===== config.mk =====
export PLATFORM = sky130hd
export DESIGN_NAME = host_bus_front
export DESIGN_NICKNAME = d
export VERILOG_FILES = /design/src/host_bus_pkg.sv /design/src/pin_sync_if.sv /design/src/pin_sync.sv /design/src/host_bus_front.sv
export SDC_FILE = /design/constraint.sdc
export NUM_CORES = 1
export LEC_CHECK = 0
export BUFFER_PORTS_ARGS = -buffer_cell sky130_fd_sc_hd__buf_2
export CAP_MARGIN = 20
export CORE_ASPECT_RATIO = 0.9
export CORE_MARGIN = 2
export CORE_UTILIZATION = 55
export DETAILED_ROUTE_END_ITERATION = 6
export PLACE_DENSITY = 0.8
export SYNTH_ARGS = -nofsm -noshare
export SYNTH_HDL_FRONTEND = slang
export SYNTH_SLANG_ARGS = --single-unit

===== constraint.sdc =====
create_clock -name clk_i -period 4.9 [get_ports clk_i]
set_input_delay 0.245 -clock clk_i [delete_from_list [all_inputs] [get_ports clk_i]]
set_output_delay 0.245 -clock clk_i [all_outputs]
set_load 0.1 [all_outputs]

===== src/host_bus_pkg.sv =====
package host_bus_pkg;

	// physical data bus width, taken from the width strap pins
	localparam logic [1:0] WIDTH_8  = 2'h0;
	localparam logic [1:0] WIDTH_16 = 2'h1;
	localparam logic [1:0] WIDTH_32 = 2'h2;

	// active-low lane select patterns, bit i is lane i
	localparam logic [3:0] SEL_FULL  = 4'h0;
	localparam logic [3:0] SEL_LOWER = 4'hc;
	localparam logic [3:0] SEL_UPPER = 4'h3;
	localparam logic [3:0] SEL_BYTE0 = 4'he;
	localparam logic [3:0] SEL_BYTE1 = 4'hd;
	localparam logic [3:0] SEL_BYTE2 = 4'hb;
	localparam logic [3:0] SEL_BYTE3 = 4'h7;
	localparam logic [3:0] LANES_ALL = 4'hf;

	// byte offset of the queue data register reached by the data-port select
	localparam logic [15:0] DATA_PORT_ADDR = 16'h0008;

	// synchroniser depth and widths
	localparam int SYNC_STAGES = 2;
	localparam int ADDR_W      = 15;
	localparam int BASE_W      = 12;
	localparam int DATA_W      = 32;

	typedef enum logic [1:0] {
		ST_IDLE,
		ST_READ,
		ST_WRITE
	} xfer_state_t;

	// every pin that crosses into the clk_i domain
	typedef struct packed {
		logic [1:0]        width_sel;
		logic [ADDR_W-1:0] addr;
		logic              addr_valid_qual_n;
		logic [3:0]        lane_select_n;
		logic              addr_strobe_n;
		logic              data_port_select_n;
		logic              async_read_strobe_n;
		logic              async_write_strobe_n;
		logic [DATA_W-1:0] data;
	} pin_bundle_t;

	// idle pins are high, so reset to all ones
	localparam pin_bundle_t PIN_RESET = '1;

endpackage


===== src/pin_sync_if.sv =====
`timescale 1ns/1ps
`default_nettype none

interface pin_sync_if;
	import host_bus_pkg::*;
	pin_bundle_t raw;
	pin_bundle_t synced;

	modport syncer (input raw, output synced);
	modport user (output raw, input synced);
endinterface : pin_sync_if

`default_nettype wire


===== src/pin_sync.sv =====
`timescale 1ns/1ps
`default_nettype none

module pin_sync
	import host_bus_pkg::*;
(
	input  wire logic   clk_i,
	input  wire logic   rstn_i,
	input  wire logic   ce_i,
	pin_sync_if.syncer  pins
);

	typedef struct packed {
		pin_bundle_t [SYNC_STAGES-1:0] stage;
	} sync_state_t;

	sync_state_t state_reg;
	sync_state_t state_next;

	// shift chain; only the last stage leaves this module
	always_comb begin
		state_next = state_reg;
		if (ce_i) begin
			state_next.stage[0] = pins.raw;
			for (int i = 1; i < SYNC_STAGES; i++) begin
				state_next.stage[i] = state_reg.stage[i-1];
			end
		end
	end

	always_ff @(posedge clk_i or negedge rstn_i) begin
		if (!rstn_i) begin
			state_reg <= '{stage: {SYNC_STAGES{PIN_RESET}}};
		end else begin
			state_reg <= state_next;
		end
	end

	assign pins.synced = state_reg.stage[SYNC_STAGES-1];

endmodule // pin_sync

`default_nettype wire


===== src/host_bus_front.sv =====
// What the document requires of this block and its host
// RULE_01 - async and sync transfers may interleave but never overlap on shared pins
// RULE_02 - host keeps the synchronous bus clock at or below 50 MHz
// RULE_03 - in 32-bit mode accept byte, halfword and word transfers
// RULE_04 - in 16-bit mode accept byte and halfword only, never word
// RULE_05 - in 8-bit mode every transfer is a single byte
// RULE_06 - no byte swap between lanes, but upper halfword swaps onto lower lanes
// RULE_07 - 8-bit host ties its lines to both low lanes; 16-bit uses two
// RULE_08 - own decoder may claim only while address-valid qualifier is low
// RULE_09 - selects 0000 word, 0011 lower half, 1100 upper half (lane 0 first)
// RULE_10 - selects 0111, 1011, 1101, 1110 pick byte 0, 1, 2, 3
// RULE_11 - with data-port select low, lane selects ignored, access is 32-bit
// RULE_12 - upper lane selects and upper data lines unused outside 32-bit mode
// RULE_13 - strobe rising edge captures address 15:1, qualifier and lane selects
// RULE_14 - hit output is combinational: qualifier low and address 15:4 equals base
// RULE_15 - data-port select serves central decoding and exists only in 32-bit mode
// RULE_16 - data-port select bypasses decoder, reaches only queue data register, 32-bit
// RULE_17 - async transfers are single data; sync control inputs stay constant meanwhile
// RULE_18 - host with stable address ties the address strobe low
// RULE_19 - drive data lanes only on targeted reads, selected lanes; release otherwise
`timescale 1ns/1ps
`default_nettype none

module host_bus_front
	import host_bus_pkg::*;
(
	input  wire logic              clk_i,
	input  wire logic              rstn_i,
	input  wire logic              ce_i,
	input  wire logic [1:0]        width_sel_i,
	input  wire logic [BASE_W-1:0] base_addr_i,
	input  wire logic [ADDR_W-1:0] addr_i,
	input  wire logic              addr_valid_qual_n_i,
	input  wire logic [3:0]        lane_select_n_i,
	input  wire logic              addr_strobe_n_i,
	input  wire logic              data_port_select_n_i,
	input  wire logic              async_read_strobe_n_i,
	input  wire logic              async_write_strobe_n_i,
	input  wire logic [DATA_W-1:0] host_data_lines_i,
	output logic      [DATA_W-1:0] host_data_lines_o,
	output logic      [3:0]        host_data_lines_oe_o,
	output logic                   local_target_hit_n_o,
	output logic                   acc_valid_o,
	output logic                   acc_write_o,
	output logic      [15:0]       acc_addr_o,
	output logic      [3:0]        acc_lanes_o,
	output logic      [DATA_W-1:0] acc_wdata_o,
	output logic                   acc_data_port_o,
	output logic                   size_error_o,
	input  wire logic [DATA_W-1:0] rd_data_i
);

	typedef struct packed {
		xfer_state_t       state;
		logic [ADDR_W-1:0] addr;
		logic              qual_n;
		logic [3:0]        sel_n;
		logic              rd_prev;
		logic              wr_prev;
		logic              swap;
		logic [3:0]        pin_lanes;
		logic [3:0]        acc_lanes;
		logic              acc_dport;
		logic [15:0]       acc_addr;
		logic              acc_valid;
		logic              acc_write;
		logic [DATA_W-1:0] wdata;
		logic [DATA_W-1:0] dout;
		logic [3:0]        oe;
		logic              size_err;
	} front_state_t;

	front_state_t state_reg;
	front_state_t state_next;
	pin_bundle_t  pin;
	pin_sync_if   sync_bus ();

	// every pin passes two flops before anything here looks at it
	assign sync_bus.raw = '{width_sel: width_sel_i, addr: addr_i,
		addr_valid_qual_n: addr_valid_qual_n_i, lane_select_n: lane_select_n_i,
		addr_strobe_n: addr_strobe_n_i, data_port_select_n: data_port_select_n_i,
		async_read_strobe_n: async_read_strobe_n_i,
		async_write_strobe_n: async_write_strobe_n_i, data: host_data_lines_i};
	assign pin = sync_bus.synced;

	pin_sync u_pin_sync (
		.clk_i  (clk_i),
		.rstn_i (rstn_i),
		.ce_i   (ce_i),
		.pins   (sync_bus.syncer)
	);

	// returns {legal, lane enables} for a select pattern in a bus width
	function automatic logic [4:0] lane_decode(input logic [3:0] sel_n, input logic [1:0] width);
		logic [3:0] s;
		logic       ok;
		s  = (width == WIDTH_32) ? sel_n : {2'b11, sel_n[1:0]}; // RULE_12
		ok = 1'b0;
		if (width == WIDTH_32) begin
			ok = (s == SEL_FULL) || (s == SEL_LOWER) || (s == SEL_UPPER)  // RULE_03 RULE_09
				|| (s == SEL_BYTE0) || (s == SEL_BYTE1) || (s == SEL_BYTE2)
				|| (s == SEL_BYTE3); // RULE_10
		end else if (width == WIDTH_16) begin
			ok = (s == SEL_LOWER) || (s == SEL_BYTE0) || (s == SEL_BYTE1); // RULE_04
		end else if (width == WIDTH_8) begin
			ok = (s == SEL_BYTE0) || (s == SEL_BYTE1); // RULE_05 RULE_07
		end
		return {ok, ~s};
	endfunction

	logic       dport_sel;
	logic       local_hit;
	logic       claim;
	logic [4:0] dec;
	logic       narrow;
	logic       rd_fall;
	logic       wr_fall;
	logic       wr_rise;
	logic       rd_rise;

	// decode runs on the latched address so a strobed host sees a stable hit
	assign local_hit = !state_reg.qual_n && (state_reg.addr[ADDR_W-1:3] == base_addr_i); // RULE_08 RULE_14
	assign local_target_hit_n_o = ~local_hit; // RULE_14
	assign dport_sel = !pin.data_port_select_n && (pin.width_sel == WIDTH_32); // RULE_15
	assign narrow    = (pin.width_sel != WIDTH_32);
	assign dec       = lane_decode(state_reg.sel_n, pin.width_sel);
	assign claim     = dport_sel || local_hit; // RULE_16
	assign rd_fall   = state_reg.rd_prev && !pin.async_read_strobe_n;
	assign wr_fall   = state_reg.wr_prev && !pin.async_write_strobe_n;
	assign rd_rise   = !state_reg.rd_prev && pin.async_read_strobe_n;
	assign wr_rise   = !state_reg.wr_prev && pin.async_write_strobe_n;

	always_comb begin
		state_next = state_reg;
		if (ce_i) begin
			state_next.rd_prev   = pin.async_read_strobe_n;
			state_next.wr_prev   = pin.async_write_strobe_n;
			state_next.acc_valid = 1'b0;
			state_next.size_err  = 1'b0;

			// transparent while the strobe is low, frozen from its rising edge on
			if (!pin.addr_strobe_n) begin // RULE_13 RULE_18
				state_next.addr   = pin.addr;
				state_next.qual_n = pin.addr_valid_qual_n;
				state_next.sel_n  = pin.lane_select_n;
			end

			case (state_reg.state)
				ST_IDLE: begin
					state_next.oe = 4'h0;
					// both strobes falling in the same cycle is an overlap; nothing is claimed
					if ((rd_fall ^ wr_fall) && claim) begin // RULE_01 RULE_17
						if (dport_sel) begin
							state_next.acc_lanes = LANES_ALL; // RULE_11
							state_next.pin_lanes = LANES_ALL;
							state_next.acc_addr  = DATA_PORT_ADDR; // RULE_16
							state_next.swap      = 1'b0;
							state_next.acc_dport = 1'b1;
						end else begin
							// upper register half rides the lower lanes of a narrow bus
							state_next.swap      = narrow && state_reg.addr[0]; // RULE_06
							state_next.pin_lanes = dec[3:0];
							state_next.acc_lanes = (narrow && state_reg.addr[0]) ?
								{dec[1:0], 2'b00} : dec[3:0]; // RULE_06
							state_next.acc_addr  = {state_reg.addr, 1'b0};
							state_next.acc_dport = 1'b0;
						end
						if (!dport_sel && !dec[4]) begin
							state_next.size_err = 1'b1; // RULE_04 RULE_05
						end else if (rd_fall) begin
							state_next.state     = ST_READ;
							state_next.acc_valid = 1'b1;
							state_next.acc_write = 1'b0;
						end else begin
							state_next.state = ST_WRITE;
						end
					end
				end
				ST_READ: begin
					// read data follows the request by one cycle
					state_next.dout = state_reg.swap ?
						{rd_data_i[DATA_W-1:16], rd_data_i[DATA_W-1:16]} : rd_data_i; // RULE_06
					state_next.oe   = state_reg.pin_lanes; // RULE_19
					if (rd_rise) begin
						state_next.oe    = 4'h0; // RULE_19
						state_next.state = ST_IDLE;
					end
				end
				ST_WRITE: begin
					state_next.oe = 4'h0;
					// host data is taken on the write strobe's rising edge
					if (wr_rise) begin
						state_next.wdata     = state_reg.swap ?
							{pin.data[15:0], pin.data[15:0]} : pin.data; // RULE_06
						state_next.acc_valid = 1'b1;
						state_next.acc_write = 1'b1;
						state_next.state     = ST_IDLE;
					end
				end
				default: begin
					state_next.state = ST_IDLE;
					state_next.oe    = 4'h0;
				end
			endcase
		end
	end

	always_ff @(posedge clk_i or negedge rstn_i) begin
		if (!rstn_i) begin
			state_reg <= '{state: ST_IDLE, qual_n: 1'b1, sel_n: 4'hf, rd_prev: 1'b1,
				wr_prev: 1'b1, default: '0};
		end else begin
			state_reg <= state_next;
		end
	end

	assign host_data_lines_o    = state_reg.dout;
	assign host_data_lines_oe_o = state_reg.oe;
	assign acc_valid_o          = state_reg.acc_valid;
	assign acc_write_o          = state_reg.acc_write;
	assign acc_addr_o           = state_reg.acc_addr;
	assign acc_lanes_o          = state_reg.acc_lanes;
	assign acc_wdata_o          = state_reg.wdata;
	assign acc_data_port_o      = state_reg.acc_dport;
	assign size_error_o         = state_reg.size_err;

endmodule // host_bus_front

`default_nettype wire


After elaboration in Yosys (flattened, before gate mapping)
Index checks and enable logic that the tools add are counted.

Flip-flop bits (word level): 237. Input port bits: 105. Output and inout port bits: 93. Logic and storage cells: 117.

Equality and inequality tests: 17. Multiplexer cells: 24. Bitwise gates (word level): 4. Reduce and logical (&&, ||, !) cells: 37.

Operator list (count): $mux W34 (1); $mux W32 (1); $mux W26 (1); $eq A4 B4 Y1 const B (4); $mux W16 (1); $mux W2 (8); $mux W4 (4); $eq A12 B12 Y1 (1); $ne A2 B2 Y1 const B (6); $logic_or A1 B1 Y1 (10); $logic_and A1 B1 Y1 (9); $logic_not A1 Y1 (8); $mux W1 (6); $pmux W2 S3 (1); $reduce_and A3 Y1 (2); $reduce_and A6 Y1 (1); $reduce_and A5 Y1 (1); $eq A2 B1 Y1 const B (2); $eq A2 B2 Y1 const B (2); $eq A4 B2 Y1 const B (1); $eq A4 B3 Y1 const B (1); $logic_not A2 Y1 (2); $logic_not A4 Y1 (1); $not A4 Y4 (1); 5 further kinds (7).

Longest topological paths before layout
Word-level depth: 15. Mapped depth: 7.

By module
From an unflattened synthesis, not the netlist that was laid out.

Cells, all modules: 796. Area, all modules: 10827.9 µm².

Modules (own cells, without submodules): host_bus_front (instances 1, cells each 493, area each 5785.5 µm²); pin_sync (instances 1, cells each 303, area each 5042.3 µm²).

Worst setup path before layout
Ideal clock, no wire load.

Kind: register -> register. Start point: register state_reg[109] (netlist bit). End point: register state_reg (netlist bit acc_lanes_o[2]). Library setup time: 0.125 ns. Data arrival time: 2.092 ns. Path slack: 2.684 ns. Cell stages (with the launch flop): 6. Path buffers: 0. Period minus slack after synthesis: 2.216 ns. Path through: dfrtp_1 xor2_1 nor4_4 nand4_4 a21oi_2 mux2_2.

Longest elaborated chain between the ends: 5.

Ends and longest elaborated chain: from (decl) (line host_bus_front.sv:73) `front_state_t state_reg;`; from (signal assigned) (line host_bus_front.sv:210) `state_reg <= '{state: ST_IDLE, qual_n: 1'b1, sel_n: 4'hf, rd_prev: 1'b1,`; from (signal assigned) (line host_bus_front.sv:213) `state_reg <= state_next;`; $eq A12 B12 Y1 (line host_bus_front.sv:122) `assign local_hit = !state_reg.qual_n && (state_reg.addr[ADDR_W-1:3] == base_addr_i);`; $logic_and A1 B1 Y1 (line host_bus_front.sv:122); $logic_or A1 B1 Y1 (line host_bus_front.sv:127) `assign claim = dport_sel || local_hit;`; $logic_and A1 B1 Y1 (line host_bus_front.sv:152) `if ((rd_fall ^ wr_fall) && claim) begin`; $reduce_and A3 Y1 (no source line).

No other way between the ends. A chain may end at the register's enable or synchronous reset.

Worst setup path after layout
Start point: register state_reg[113] (netlist bit). End point: output port local_target_hit_n_o.

Longest elaborated chain between the ends: 3.

Ends and longest elaborated chain: $eq A12 B12 Y1 (line host_bus_front.sv:122); $logic_and A1 B1 Y1 (line host_bus_front.sv:122); $not A1 Y1 (line host_bus_front.sv:123) `assign local_target_hit_n_o = ~local_hit;`; to (decl) (line host_bus_front.sv:42) `output logic local_target_hit_n_o,`.

No other way between the ends.

==> impl_metrics.tcl <==
set metrics [dict create \
    fin_skew_ns 0.01069 \
    required_ns 4.66 \
    start_util 0.5579 \
    routedWlPerCell_um 16.59 \
    antenna_found_initial 0 \
    drt-vias-per-instance 5.123 \
    synth_warnings 0 \
    grt_first_pass_wirelength_mm 31.51 \
    slew_viol_final 0 \
    grt_max_degree 120 \
    clock_path_buffers 3 \
    route.vias.total 6045 \
    leakagePower_uw 0.005544 \
    first_pass_iters 4 \
    drt_iter0_drc 233 \
    cts_resized 0 \
    cts_buffers 24 \
    place_ws_ns 2.389 \
    syn_to_final_growth_pct 20.92 \
    placed_area_um2 10710 \
    drive_gt1_frac 0.5765 \
    final.setup.tns_ns 0 \
    cts_sinks 236 \
    wirelength_mm 19.58 \
    die_w_um 147.3 \
    synth_edf_count 0 \
    dp_hpwl_mm 11.97 \
    yosysSeqAreaShare 0.5958 \
    ir_worst_vdd_mv 0.4283 \
    power.switching_uw 3370 \
    drc 0 \
    rows 47 \
    hold_viol 0 \
    final_nets 1022 \
    slew-limit-headroom 0.4133 \
    port_buffers 196 \
    cap_violations 0 \
    path_class "flip-flop to output pin" \
    clock_tree.root_cell "clkbuf_16" \
    grt_usage 0.1976 \
    cp-end-kind "output pin" \
    synthArstFlopShare 1.000 \
    cts_tree "yes" \
    grt_pass1_vias 6166 \
    setup_violations 0 \
    wl_met1_mm 8.601 \
    syn_inst 737 \
    status "completed" \
    clkPwrFrac 0.247 \
    arrival_ns 2.03 \
    fin_hold_ws_ns 0.02747 \
    grt_overflow 0 \
    ctsHtreeMaxLevel 1 \
    start_kind "flip-flop" \
    period_share 0.4636 \
    syn_area_um2 10170 \
    routed-wl-met2_mm 9.571 \
    wl_met3_mm 1.002 \
    pwr-share-comb 0.389 \
    clk_latency_ns 0.51 \
    dieHeight_um 133 \
    min_period_ns 2.272 \
    fin_ws_ns 2.628 \
    p_int_uw 4262 \
    cts.clk_slew.worst_paths_ns 0.06 \
    synth.distinct_cells 42 \
    dp.cells 1061 \
    yosys_register_bits 236 \
    gp_congestion 0.7746 \
    highest_layer "met4" \
    postCtsSetupBuffers 0 \
    synth_nets 842 \
    synth.avg_cell_area_um2 13.80 \
    die_area_um2 19600 \
    p_seq_frac 0.364 \
    fmax_ghz 0.4402 \
    hold_path.class "input port to flip-flop" \
    worst_pin_slew_ns 0.8801 \
    rsz0062_at_grt "false" \
    antenna_cells 0 \
    synth_flop_cell "dfstp_2" \
    fin_cells 1180 \
    postRouteAntennaNets 0 \
    swShare 0.4415 \
    p_per_area_nw_per_um2 620.6 \
    cp_max_fo 10 \
    io_pins 198 \
    coreArea_um2 18230 \
    fin_area_um2 12300 \
]
per-stage QoR:
stage	total power, uW	utilization
finish	7632	0.6745
global route	7927	0.6745
CTS	7690	0.6737
detailed placement	5723	0.5876
global placement	5669	0.5876
floorplan	5574	-
routing by layer:
metal | vias to the layer above | GRT usage
met4 | 0 | 0.05929
met5 | - | 0
met3 | 32 | 0.03862
li1 | 2828 | -
met1 | 3019 | 0.2624
met2 | 166 | 0.3323
cells in the mapped netlist (2+ instances only):
library cell  instances  area (um2)
dfstp_2             123        3232
or3_1                 2       12.51
a2bb2oi_1             3       26.28
nor2b_1               5       31.28
buf_2                 7       35.03
mux2i_1              32       320.3
nand2b_1              4       25.02
o2bb2ai_1             2       17.52
dfrtp_1             113        2828
a31oi_1               2       12.51
o21ai_0              45       225.2
mux2_2              169        1903
clkbuf_1             21       78.83
xor2_1               12       105.1
buf_6                 2       22.52
buf_1                 4       15.01
a21oi_1               6       30.03
nor4_4                2       42.54
buf_4                88       660.6
inv_1                 9       33.78
a22o_1               18       157.7
nand2_1              44       165.2
nor2_1                5       18.77
power groups by stage:
stage                     registers, uW  clock network [uW]  logic [uW]
after CTS                          2780                1940        2970
after detailed placement           2800                   0        2920
after global placement             2790                   0        2880
after global routing               2840                2010        3070
after floorplan                    2780                   0        2800
final                              2780                1890        2970
cells in the final DEF (no fill, tap or decap), drive strengths merged, types with 18 or more instances in the layout:
master       instances
dfrtp              113
dfstp              123
o21ai               46
dlygate4sd3         74
mux2i               32
nand2               44
clkbuf              36
buf                202
mux2               169
a22o                18
logic make-up (layout without fill, tap and decap cells):
logic type,count (synthesis),count (layout),share of synthesized area
muxes,201,201,0.2186
AOI/OAI and AO/OA,85,85,0.05364
buffers and inverters,131,329,0.08317
and+or+nand+nor,71,71,0.03802
other,1,1,0.0003687
xor gates and xnor gates,12,12,0.01033
DFF,236,236,0.5958
repair_timing:
action / CTS / global route
hold buffers: 74 / 0
endpoints found under the setup margin: 0 / 0
endpoints found under the hold margin: 136 / 0
worst paths after layout:
check | startpoint | cells after the start | endpoint | slack, ns
max | state_reg[113] | 4 | local_target_hit_n_o | 2.63
min | addr_i[0] | 2 | u_pin_sync.state_reg[41] | 0.03
max reg2reg | state_reg[113] | 5 | acc_addr_o[11] | 2.75
min reg2reg | host_data_lines_o[8] | 2 | host_data_lines_o[8] | 0.47
max in group asynchronous | rstn_i | 3 | state_reg[96] | 3.37
min in group asynchronous | rstn_i | 2 | acc_wdata_o[8] | 0.38
worst max-delay path, cell delays in order, from the launching register on:
cell and delay (ns):
dfrtp_1 0.40, xor2_1 0.17, nor4_4 0.35, nand4_4 0.23
buf_2 0.36
area by class of cell:
type	instances	area, um2
clock inverters	8	122.6
well taps	245	306.5
fillers	1315	5933
multi-input cells	370	3267
inverters	9	33.78
flip-flops and latches	236	6061
clock buffers	36	706.9
repair buffers	276	1799
Power figures use the tool's default switching activity.
